[src/common/doorbell_defs.svh]
/*
 constants for the interprocessor doorbell block: slot wiring bases, function codes,
 host and peripheral bus bit positions, register indices and reset values.
 assumes host bus bit 0 is the most significant bit, as on the host bus itself.
*/
`ifndef DOORBELL_DEFS_SVH
`define DOORBELL_DEFS_SVH

// host device code of slot 0 (octal 200) and step per slot (octal 4)
`define DEV_CODE_BASE 9'h080
`define DEV_CODE_STEP 9'h004
// peripheral vector of slot 0 (octal 774), falling by octal 4 per slot
`define VEC_BASE 9'h1fc
`define VEC_STEP 9'h004
// peripheral register base of slot 0 (octal 774400), rising by octal 40 per slot
`define REGB_BASE 18'h3f900
`define REGB_STEP 18'h00020

// host function codes on function lines 00-02
`define FN_STAT_WR 3'h1
`define FN_STAT_RD 3'h5
`define FN_PI_SERVED 3'h6
`define FN_PI_ADDR 3'h7
// function field placed in the interrupt operation word (vector interrupt)
`define INTR_FUNC 3'h2

// host bus bit positions
`define HB_SET_PREQ 23
`define HB_CLR_HREQ 26
`define HB_PIEN 32
`define HB_PIA 33
`define ST_PREQ 22
`define ST_HREQ 26

// peripheral bus bit positions
`define PB_SET_HREQ 8
`define PB_CLR_PREQ 10

// peripheral register indices
`define PREG_STATUS 3'h0
`define PREG_SLOT 3'h1

// reset values
`define RST_CHAN 3'h0
`define RST_RDATA 16'h0000

`endif

[src/common/doorbell_pkg.sv]
/*
 types shared by the doorbell block: host command carrier, bus control levels,
 bus select gates, peripheral register access and the interrupt states.
 assumes the defines header is compiled alongside for the numeric constants.
*/
package doorbell_pkg;

   // one host bus cycle as seen on select, function and host_cycle_strobe lines
   typedef struct packed {
      logic [0:6] sel;   // select lines 00-06
      logic [2:0] func;  // function lines 00-02
      logic host_cycle_strobe;      // host_cycle_strobe
   } host_cmd_s;

   // control levels from the transfer and diagnostic logic
   typedef struct packed {
      logic busLoopback;
      logic diagnosticSend;
      logic opwordSent;
      logic hostDataReadCycle;
      logic examineCycle;
      logic hostboundDataCycle;
      logic selA;
      logic dataDisable;
   } bus_ctl_s;

   // bus select gates toward the host drivers
   typedef struct packed {
      logic x;
      logic y;
      logic z;
      logic a;
   } bus_gates_s;

   // peripheral register port access
   typedef struct packed {
      logic [2:0] addr;
      logic [15:0] wdata;
      logic wr;
      logic rd;
   } periph_reg_s;

   // peripheral interrupt dialogue
   typedef enum logic [1:0] {
      IR_IDLE,
      IR_REQUEST,
      IR_DRIVE,
      IR_RELEASE
   } intr_state_e;

endpackage : doorbell_pkg

[src/design/interprocessor_doorbell_dialogue.sv]
/*
 interprocessor doorbell and host bus dialogue: decodes host status write,
 status read and interrupt dialogue cycles, keeps both request flags, answers
 the peripheral register port and drives the host bus through the select gates.
 assumes one clock, host and peripheral strobes synchronous to it, and slot
 wiring inputs that are stable while out of reset.
*/
// Implementation choices: the strobed register port and the register offsets.
// Behaviour
// host interrupts peripheral with bit 23
// status write: select, function, then host_cycle_strobe
// status write bit 23 sets peripheral flag
// peripheral flag drives bus request out
// acknowledge and transfer after capture
// bus request raises peripheral interrupt
// device code 200 plus four per slot
// physical number compared in interrupt dialogues only
// status read uses full device code
// status read enables mixer select one
// status on bits 20-22, 26, 27, 29-35
// fixed vector and register base per slot
// codes come from slot wiring inputs
// slave sync releases busy, vector, line
// z with opword send or x
// x on loopback, diagnostic, examine read
// y with x, a, hostbound data
// data disable forces all drivers low
// peripheral clears its flag with bit 10
// peripheral bit 08 sets host flag
// host bit 26 clears host flag
// flags hold until owner clears them
`timescale 1ns/100ps
`include "doorbell_defs.svh"
module interprocessor_doorbell_dialogue (
   input wire logic ref_clk,
   input wire logic nrst,
   input wire doorbell_pkg::host_cmd_s hostCmd,
   input wire logic [0:35] hostDataIn,
   input wire logic [0:35] ebufData,
   input wire doorbell_pkg::bus_ctl_s busCtl,
   input wire logic [1:0] slotNum,
   input wire logic [0:3] physNum,
   output logic [0:35] hostDataOut,
   output logic hostAck,
   output logic hostXfer,
   output logic hostIntrReq,
   output logic [2:0] hostIntrLevel,
   output logic mixSel1,
   output doorbell_pkg::bus_gates_s busGates,
   input wire doorbell_pkg::periph_reg_s periphReg,
   output logic [15:0] periphRdata,
   input wire logic periphGrant,
   input wire logic slaveSync,
   output logic periphBusRequest,
   output logic busBusyLine,
   output logic periphIntrLine,
   output logic [8:0] vectorOut,
   output logic [17:0] regBaseOut
);
   import doorbell_pkg::*;

   // slot wiring derived codes, latched after reset release
   logic [8:0] devCode_q;   // host device code
   logic [8:0] vector_q;    // peripheral vector
   logic [17:0] regBase_q;  // peripheral register base
   logic [3:0] physSel_q;   // physical controller number
   logic slotValid_q;       // wiring captured

   // request flags and channel
   logic periphReqFlag_q;   // host to peripheral doorbell
   logic hostReqFlag_q;     // peripheral to host doorbell
   logic piEnable_q;        // host interrupt enable
   logic [2:0] channel_q;   // host interrupt channel

   // decoded cycle terms
   logic devHit;      // device code match
   logic statWr;      // status write to us
   logic statRd;      // status read of us
   logic piServed;    // channel poll
   logic piAddrIn;    // interrupt word request
   logic anyHit;      // any answered cycle

   // peripheral port decode
   logic pWrStatus;
   logic setHostReq;
   logic clrPeriphReq;
   logic setPeriphReq;
   logic clrHostReq;

   // driver path
   logic [0:35] mixData;
   logic [0:35] driveComb;
   logic periphIntrReq;

   // device code of a slot: base plus a fixed step per slot
   function automatic logic [8:0] slot_dev_code(input logic [1:0] slot);
      slot_dev_code = `DEV_CODE_BASE + 9'(`DEV_CODE_STEP * slot);
   endfunction : slot_dev_code

   // vector of a slot: base minus a fixed step per slot
   function automatic logic [8:0] slot_vector(input logic [1:0] slot);
      slot_vector = `VEC_BASE - 9'(`VEC_STEP * slot);
   endfunction : slot_vector

   // capture slot wiring after reset
   // a strap level cannot load under asynchronous reset, so it is taken
   // on the first clock edge after release and held from then on
   always_ff @(posedge ref_clk or negedge nrst) begin
      if (!nrst) begin
         devCode_q <= 9'h000;
         vector_q <= 9'h000;
         regBase_q <= 18'h00000;
         physSel_q <= 4'h0;
         slotValid_q <= 1'b0;
      end else if (!slotValid_q) begin
         // device code per slot
         devCode_q <= slot_dev_code(slotNum);
         // vector and register base per slot
         vector_q <= slot_vector(slotNum);
         regBase_q <= `REGB_BASE + 18'(`REGB_STEP * slotNum);
         physSel_q <= physNum;
         slotValid_q <= 1'b1;
      end
   end

   // full device code on select lines
   // the low two bits of the code are always zero, so lines 00-06 carry bits 8-2
   assign devHit = slotValid_q && (hostCmd.sel == devCode_q[8:2]);

   // status write decode on host_cycle_strobe
   assign statWr = hostCmd.host_cycle_strobe && devHit && (hostCmd.func == `FN_STAT_WR);
   assign statRd = hostCmd.host_cycle_strobe && devHit && (hostCmd.func == `FN_STAT_RD);
   // interrupt dialogues: channel, then physical number for the interrupt word request only
   // ordinary cycles above use the device code alone
   assign piServed = hostCmd.host_cycle_strobe && slotValid_q && (hostCmd.func == `FN_PI_SERVED)
                   && (hostCmd.sel[4:6] == channel_q) && hostReqFlag_q;
   assign piAddrIn = hostCmd.host_cycle_strobe && slotValid_q && (hostCmd.func == `FN_PI_ADDR)
                   && (hostCmd.sel[4:6] == channel_q) && (hostCmd.sel[0:3] == physSel_q);
   assign anyHit = statWr | statRd | piServed | piAddrIn;

   // host status write side effects
   // bit 23 rings the peripheral
   assign setPeriphReq = statWr && hostDataIn[`HB_SET_PREQ];
   assign clrHostReq = statWr && hostDataIn[`HB_CLR_HREQ];

   // peripheral port decode
   assign pWrStatus = periphReg.wr && (periphReg.addr == `PREG_STATUS);
   assign setHostReq = pWrStatus && periphReg.wdata[`PB_SET_HREQ];
   assign clrPeriphReq = pWrStatus && periphReg.wdata[`PB_CLR_PREQ];

   // peripheral request flag
   // held until owner clears
   always_ff @(posedge ref_clk or negedge nrst) begin
      if (!nrst) periphReqFlag_q <= 1'b0;
      // strobe bit 23 into flag
      else if (setPeriphReq) periphReqFlag_q <= 1'b1;
      // peripheral clears with bit 10
      // a set in the same cycle wins so a doorbell is never lost
      else if (clrPeriphReq) periphReqFlag_q <= 1'b0;
   end

   // host request flag
   always_ff @(posedge ref_clk or negedge nrst) begin
      if (!nrst) hostReqFlag_q <= 1'b0;
      // peripheral bit 08 sets
      else if (setHostReq) hostReqFlag_q <= 1'b1;
      // host bit 26 clears
      else if (clrHostReq) hostReqFlag_q <= 1'b0;
   end

   // host interrupt enable and channel, loaded by every status write
   always_ff @(posedge ref_clk or negedge nrst) begin
      if (!nrst) begin
         piEnable_q <= 1'b0;
         channel_q <= `RST_CHAN;
      end else if (statWr) begin
         piEnable_q <= hostDataIn[`HB_PIEN];
         channel_q <= hostDataIn[`HB_PIA +: 3];
      end
   end

   // host interrupt line on the assigned channel
   assign hostIntrReq = hostReqFlag_q && piEnable_q && (channel_q != 3'h0);
   assign hostIntrLevel = channel_q;

   // mixer select one on status read only
   assign mixSel1 = statRd;

   // mixer contents for the current cycle
   always_comb begin
      mixData = '0;
      // status onto the mixed fields
      if (statRd) begin
         mixData[`ST_PREQ] = periphReqFlag_q;
         mixData[`ST_HREQ] = hostReqFlag_q;
         mixData[`HB_PIEN] = piEnable_q;
         mixData[`HB_PIA +: 3] = channel_q;
      end else if (piAddrIn) begin
         // interrupt word: function in 3-5, buffer fields 8-19, 23-25 and 28 through their gates, other mixed bits zero
         mixData[3:5] = `INTR_FUNC;
      end
   end

   // select gates and driver field mix
   bus_select_logic u_select (
      .busCtl(busCtl),
      .sendIntrWord(piAddrIn),
      .mix(mixData),
      .ebuf(ebufData),
      .gates(busGates),
      .driveOut(driveComb)
   );

   // host driver register, one cycle after host_cycle_strobe
   always_ff @(posedge ref_clk or negedge nrst) begin
      if (!nrst) hostDataOut <= '0;
      else hostDataOut <= driveComb;
   end

   // acknowledge and transfer pulse
   // both stand for the single cycle in which the driver holds the answer
   always_ff @(posedge ref_clk or negedge nrst) begin
      if (!nrst) begin
         hostAck <= 1'b0;
         hostXfer <= 1'b0;
      end else begin
         hostAck <= anyHit;
         hostXfer <= anyHit;
      end
   end

   // flag leaves as bus request
   assign periphIntrReq = periphReqFlag_q;

   // peripheral interrupt dialogue
   periph_intr_ctl u_intr (
      .ref_clk(ref_clk),
      .nrst(nrst),
      .reqFlag(periphIntrReq),
      .grant(periphGrant),
      .slaveSync(slaveSync),
      .busRequest(periphBusRequest),
      .busBusy(busBusyLine),
      .intrLine(periphIntrLine)
   );

   // vector only while the line is up
   assign vectorOut = periphIntrLine ? vector_q : 9'h000;
   assign regBaseOut = regBase_q;

   // peripheral register read, data valid the cycle after the strobe
   // unmapped indices read zero; reads have no side effects
   always_ff @(posedge ref_clk or negedge nrst) begin
      if (!nrst) periphRdata <= `RST_RDATA;
      else if (periphReg.rd) begin
         case (periphReg.addr)
            `PREG_STATUS: begin
               periphRdata <= `RST_RDATA;
               periphRdata[`PB_SET_HREQ] <= hostReqFlag_q;
               periphRdata[`PB_CLR_PREQ] <= periphReqFlag_q;
            end
            `PREG_SLOT: periphRdata <= {7'h00, vector_q};
            default: periphRdata <= `RST_RDATA;
         endcase
      end else periphRdata <= `RST_RDATA;
   end
endmodule : interprocessor_doorbell_dialogue

[src/design/bus_select_logic.sv]
/*
 bus select gates x, y, z and the host driver field mix.
 assumes all inputs are synchronous levels; outputs are combinational, driveOut is
 registered by the instantiating module, gates leave it unregistered.
*/
`timescale 1ns/100ps
module bus_select_logic (
   input wire doorbell_pkg::bus_ctl_s busCtl,
   input wire logic sendIntrWord,
   input wire logic [0:35] mix,
   input wire logic [0:35] ebuf,
   output doorbell_pkg::bus_gates_s gates,
   output logic [0:35] driveOut
);
   import doorbell_pkg::*;

   logic gx; // select x
   logic gz; // select z
   logic gy; // select y

   // x select terms
   assign gx = busCtl.busLoopback | busCtl.diagnosticSend
             | (busCtl.opwordSent & busCtl.hostDataReadCycle & busCtl.examineCycle);
   // z follows opword send or x
   assign gz = sendIntrWord | gx;
   // y follows x, a or hostbound data
   assign gy = gx | busCtl.selA | busCtl.hostboundDataCycle;
   assign gates = '{x: gx, y: gy, z: gz, a: busCtl.selA};

   // field mix; data disable forces every field low
   always_comb begin
      driveOut = '0;
      // data disable zeroes all
      if (!busCtl.dataDisable) begin
         driveOut[0:2] = mix[0:2];
         // z gates mixer 3-5, 7
         driveOut[3:5] = gz ? mix[3:5] : 3'h0;
         driveOut[6] = mix[6];
         driveOut[7] = gz & mix[7];
         driveOut[8:11] = gx ? ebuf[8:11] : 4'h0;
         driveOut[12:19] = busCtl.selA ? ebuf[12:19] : 8'h00;
         driveOut[20:22] = mix[20:22];
         // y gates buffer 23-25, 28
         driveOut[23:25] = gy ? ebuf[23:25] : 3'h0;
         driveOut[26:27] = mix[26:27];
         driveOut[28] = gy & ebuf[28];
         driveOut[29:35] = mix[29:35];
      end
   end

endmodule : bus_select_logic

[src/design/periph_intr_ctl.sv]
/*
 peripheral side interrupt dialogue: bus request, bus busy, vector and
 interrupt line, released on slave sync.
 assumes grant and slave sync are synchronous levels from the peripheral bus.
*/
`timescale 1ns/100ps
module periph_intr_ctl (
   input wire logic ref_clk,
   input wire logic nrst,
   input wire logic reqFlag,
   input wire logic grant,
   input wire logic slaveSync,
   output logic busRequest,
   output logic busBusy,
   output logic intrLine
);
   import doorbell_pkg::*;

   intr_state_e state_q;
   intr_state_e state_d;

   // next state; level request re-arms after each served dialogue
   always_comb begin
      state_d = state_q;
      case (state_q)
         IR_IDLE: if (reqFlag) state_d = IR_REQUEST;
         IR_REQUEST: begin
            // a flag cleared before grant withdraws the request
            if (!reqFlag) state_d = IR_IDLE;
            else if (grant) state_d = IR_DRIVE;
         end
         // slave sync ends the drive
         IR_DRIVE: if (slaveSync) state_d = IR_RELEASE;
         // wait for sync to fall so one answer is not counted twice
         IR_RELEASE: if (!slaveSync) state_d = IR_IDLE;
         default: state_d = IR_IDLE;
      endcase
   end

   // state register
   always_ff @(posedge ref_clk or negedge nrst) begin
      if (!nrst) state_q <= IR_IDLE;
      else state_q <= state_d;
   end

   // request while flag is pending, until grant
   assign busRequest = (state_q == IR_REQUEST);
   // busy, vector, line only while driving
   assign busBusy = (state_q == IR_DRIVE);
   assign intrLine = (state_q == IR_DRIVE);
endmodule : periph_intr_ctl

[config.mk]
export PLATFORM = sky130hd
export DESIGN_NAME = interprocessor_doorbell_dialogue
export DESIGN_NICKNAME = d
export VERILOG_FILES = /design/src/common/doorbell_pkg.sv /design/src/design/interprocessor_doorbell_dialogue.sv /design/src/design/bus_select_logic.sv /design/src/design/periph_intr_ctl.sv
export VERILOG_INCLUDE_DIRS = /design/src /design/src/common
export SDC_FILE = /design/constraint.sdc
export NUM_CORES = 1
export LEC_CHECK = 0
export BUFFER_PORTS_ARGS = -buffer_cell sky130_fd_sc_hd__buf_2
export CORE_ASPECT_RATIO = 0.5
export CORE_MARGIN = 2
export CORE_UTILIZATION = 40
export DETAILED_ROUTE_END_ITERATION = 6
export PLACE_DENSITY = 0.89
export SYNTH_ARGS = -nofsm -noshare
export SYNTH_HDL_FRONTEND = slang
export SYNTH_HIERARCHICAL = 1
export SYNTH_SLANG_ARGS = --single-unit
[constraint.sdc]
create_clock -name ref_clk -period 2.65 [get_ports ref_clk]
set_clock_uncertainty 0.2 [all_clocks]
set_input_delay 0.53 -clock ref_clk [delete_from_list [all_inputs] [get_ports ref_clk]]
set_output_delay 0.53 -clock ref_clk [all_outputs]
set_load 0.1 [all_outputs]
==> flow_summary.ini <==
[worst_setup_path]
r2r_slack_ps = 500
crit_fanout = 2
crit_path_end = mixSel1
critPathRequiredTime_ps = 1920
critPathKind = in2out
critPathLaunchType = input pin
slowest_stage = or4_4
end_kind = primary output
timing.rr.end = piEnable_q
crit_arrival_ps = 1950
reg2reg_depth = 6
worstPathCellList = buf_2 -> or4_4 -> or3_4 -> nor4_4 -> buf_12
timing.rr.start = slotValid_q
worstSetupStartpoint = hostCmd[10]
cp_slowest_stage_delay_ps = 500

[die]
fp.coreArea_mm2 = 0.006648
pin_count = 215
die_h_um = 62.57
num_rows = 21
initial_core_util_pct = 41.28
die_w_um = 121.1
dieArea_mm2 = 0.007579

[grt]
grt_pass1_wl_um = 10100
antenna_found_initial = 0
grt_pass1_vias = 2060
grt_use_total_pct = 17.23
grt_max_degree = 38
grt_overflow = 0

[drt]
drt-initial-drc-count = 64
via_count = 2080
firstDrtPassIters = 4
routed_wl_um = 6546
wl_per_cell_um = 13.90
viasPerCell = 4.416
drc = 0
detail-route-antenna-nets = 0

[synth]
ys_ff_latch = 60
synthTopCellsByArea = dfrtp_1 55%, buf_4 11%, and2_1 4.1%
syn_area_mm2 = 0.002744
synth.top_cell.area_share_pct = 54.72
synth_top_cell_by_area = dfrtp_1
ys_types = 42
synth_cells = 232
seq_area_frac_synth_pct = 54.72
synth-main-ff-cell = dfrtp_1
yosysMostFrequentCell = dfrtp_1
yosys-top-cells-count = 60 x dfrtp_1, 39 x buf_4, 18 x and2_1, 13 x nor2b_1
async_flop_share_pct = 100.0
yosysWarnings = 6
syn_avg_cell_area_um2 = 11.83
synth_edf_count = 0

[finish]
multiInputGateArea_mm2 = 0.001025
final_nets = 496
fin_cells = 471
syn_to_final_growth_pct = 37.62
nFillCells = 535
final_util_pct = 56.80
drive_gt1_share_pct = 48.55
regArea_mm2 = 0.001505
insertedDiodeCount = 0

[power]
switching_share_pct = 42.23
leakagePower_nw = 2.079
powerDensity_mw_per_mm2 = 889.4
pwr-share-seq_pct = 30.0
combPwrFrac_pct = 36.1
power_switching_mw = 1.418
pwr-share-clk_pct = 33.9
p_int_mw = 1.940
vdd_drop_max_v = 0.0005698
finalPower_mw = 3.359

[timing]
final-hold-violation-count = 0
fin_crit_sh_pct = 101.0
rsz0062_at_grt = true
slew-limit-headroom_pct = 45.06
fmax_mhz = 373.5
setup_tns_ps = -27.43
fin_ws_ps = -27.43
final.min_clock_period_ps = 2677
drv_slew = 0
worst_pin_slew_ps = 824.1
setup_viol = 1

[clocking]
cts_hold_buffers = 0
numCtsBuffers = 9
clk_path_buf_depth = 2
root_buffer = clkbuf_16
insertion_delay_ps = 310
cts_tree = built
cts-htree-levels = 3
path_clk_slew_ps = 50
cts.sinks = 60

[min_path]
hold_class = in2async

[status]
run_status = complete, but fails checks
violations = negative setup slack

[placement]
portBuffers = 132
hpwlAfterDp_um = 4464
dp_slack_ps = -54.46
place_congestion = 0.8302
place.detailed.instances = 452

[flow_run]
max-cap-violations = 0
==> layout by cell type, fill, tap and decap left out, drive strengths merged, types with 2 or more instances in the layout <==
cell / n
xnor2: 4
nor2: 3
mux2: 10
nor2b: 14
xor2: 6
buf: 145
nand2: 10
mux2i: 3
and2b: 5
and4: 2
conb: 32
dfrtp: 60
and2: 18
and3: 3
nor3: 3
clkbuf: 15
inv: 7
a21oi: 8
nor3b: 5
nand2b: 9
nor4: 2
==> state kept, by name, summed over array words and instances, names as in the netlist, named ones only <==
signal	cells
slotValid_q	1
hostXfer	1
devCode_q	2
u_intr/state_q	1
physSel_q	4
periphIntrReq	1
periphRdata	5
hostReqFlag_q	1
hostIntrLevel	3
piEnable_q	1
vector_q	3
hostDataOut	36
==> metal layers <==
metal | vias to the layer above | share of wire [%] | track usage [%]
li1 | 976 | - | -
met1 | 996 | 36 | 18.28
met2 | 84 | 55 | 32.09
met3 | 24 | 4.6 | 3.558
met4 | 0 | 4.0 | 9.339
met5 | - | 0 | 0
==> power groups by stage <==
stage / clock network, mW / logic [mW] / registers, mW
after global placement: 0 / 1.20 / 1.02
after CTS: 1.16 / 1.21 / 1.01
after detailed placement: 0 / 1.21 / 1.02
after floorplan: 0 / 0.940 / 1.21
after global routing: 1.21 / 1.25 / 1.01
final: 1.14 / 1.21 / 1.01
==> repair_timing <==
action | in CTS | in global routing
pin swaps | 0 | 2
cloned | 0 | 0
endpoints found under the setup margin | 2 | 2
buffers inserted | 0 | 3
gates resized for setup | 3 | 1
==> per-stage QoR <==
step	area, um2	hold slack (ps)
2_1_floorplan	2889	34.41
3_3_place_gp	3437	304.8
3_5_place_dp	3437	314.7
4_1_cts	3751	139.6
5_1_grt	3776	185.5
6_report	3776	114.3
==> worst min-delay path by stage <==
stage / start / end / depth (start not counted)
global placement: flip-flop / u_intr/state_q[0] / 1
detailed placement: flip-flop / u_intr/state_q[0] / 1
CTS: nrst / piEnable_q / 1
floorplan: nrst / devCode_q[2] / 0
global route: nrst / physSel_q[3] / 1
finish: nrst / physSel_q[3] / 1
==> critical path, delay by kind of cell <==
family                 cells  cell delay [ps]
and+or+nand+nor            3             1090
buffers and inverters      2              330
==> kinds of logic after synthesis <==
kind of cell	after synthesis	synth area share [%]
flip-flops	60	54.72
buffers and inverters	51	12.68
XOR/XNOR	10	3.192
other	2	0.2737
multiplexers	13	5.198
AND/OR/NAND/NOR	81	19.47
AO/OA/AOI/OAI	15	4.469
==> final cells by class <==
type	count	share of cell area, %
repair buffers	145	21.37
well taps	92	3.048
inverters	7	0.6958
flip-flops and latches	60	39.86
multi-input cells	151	27.14
clock inverters	1	0.7952
clock buffers	15	7.091
Note: power is estimated with default switching activity, not from simulation.
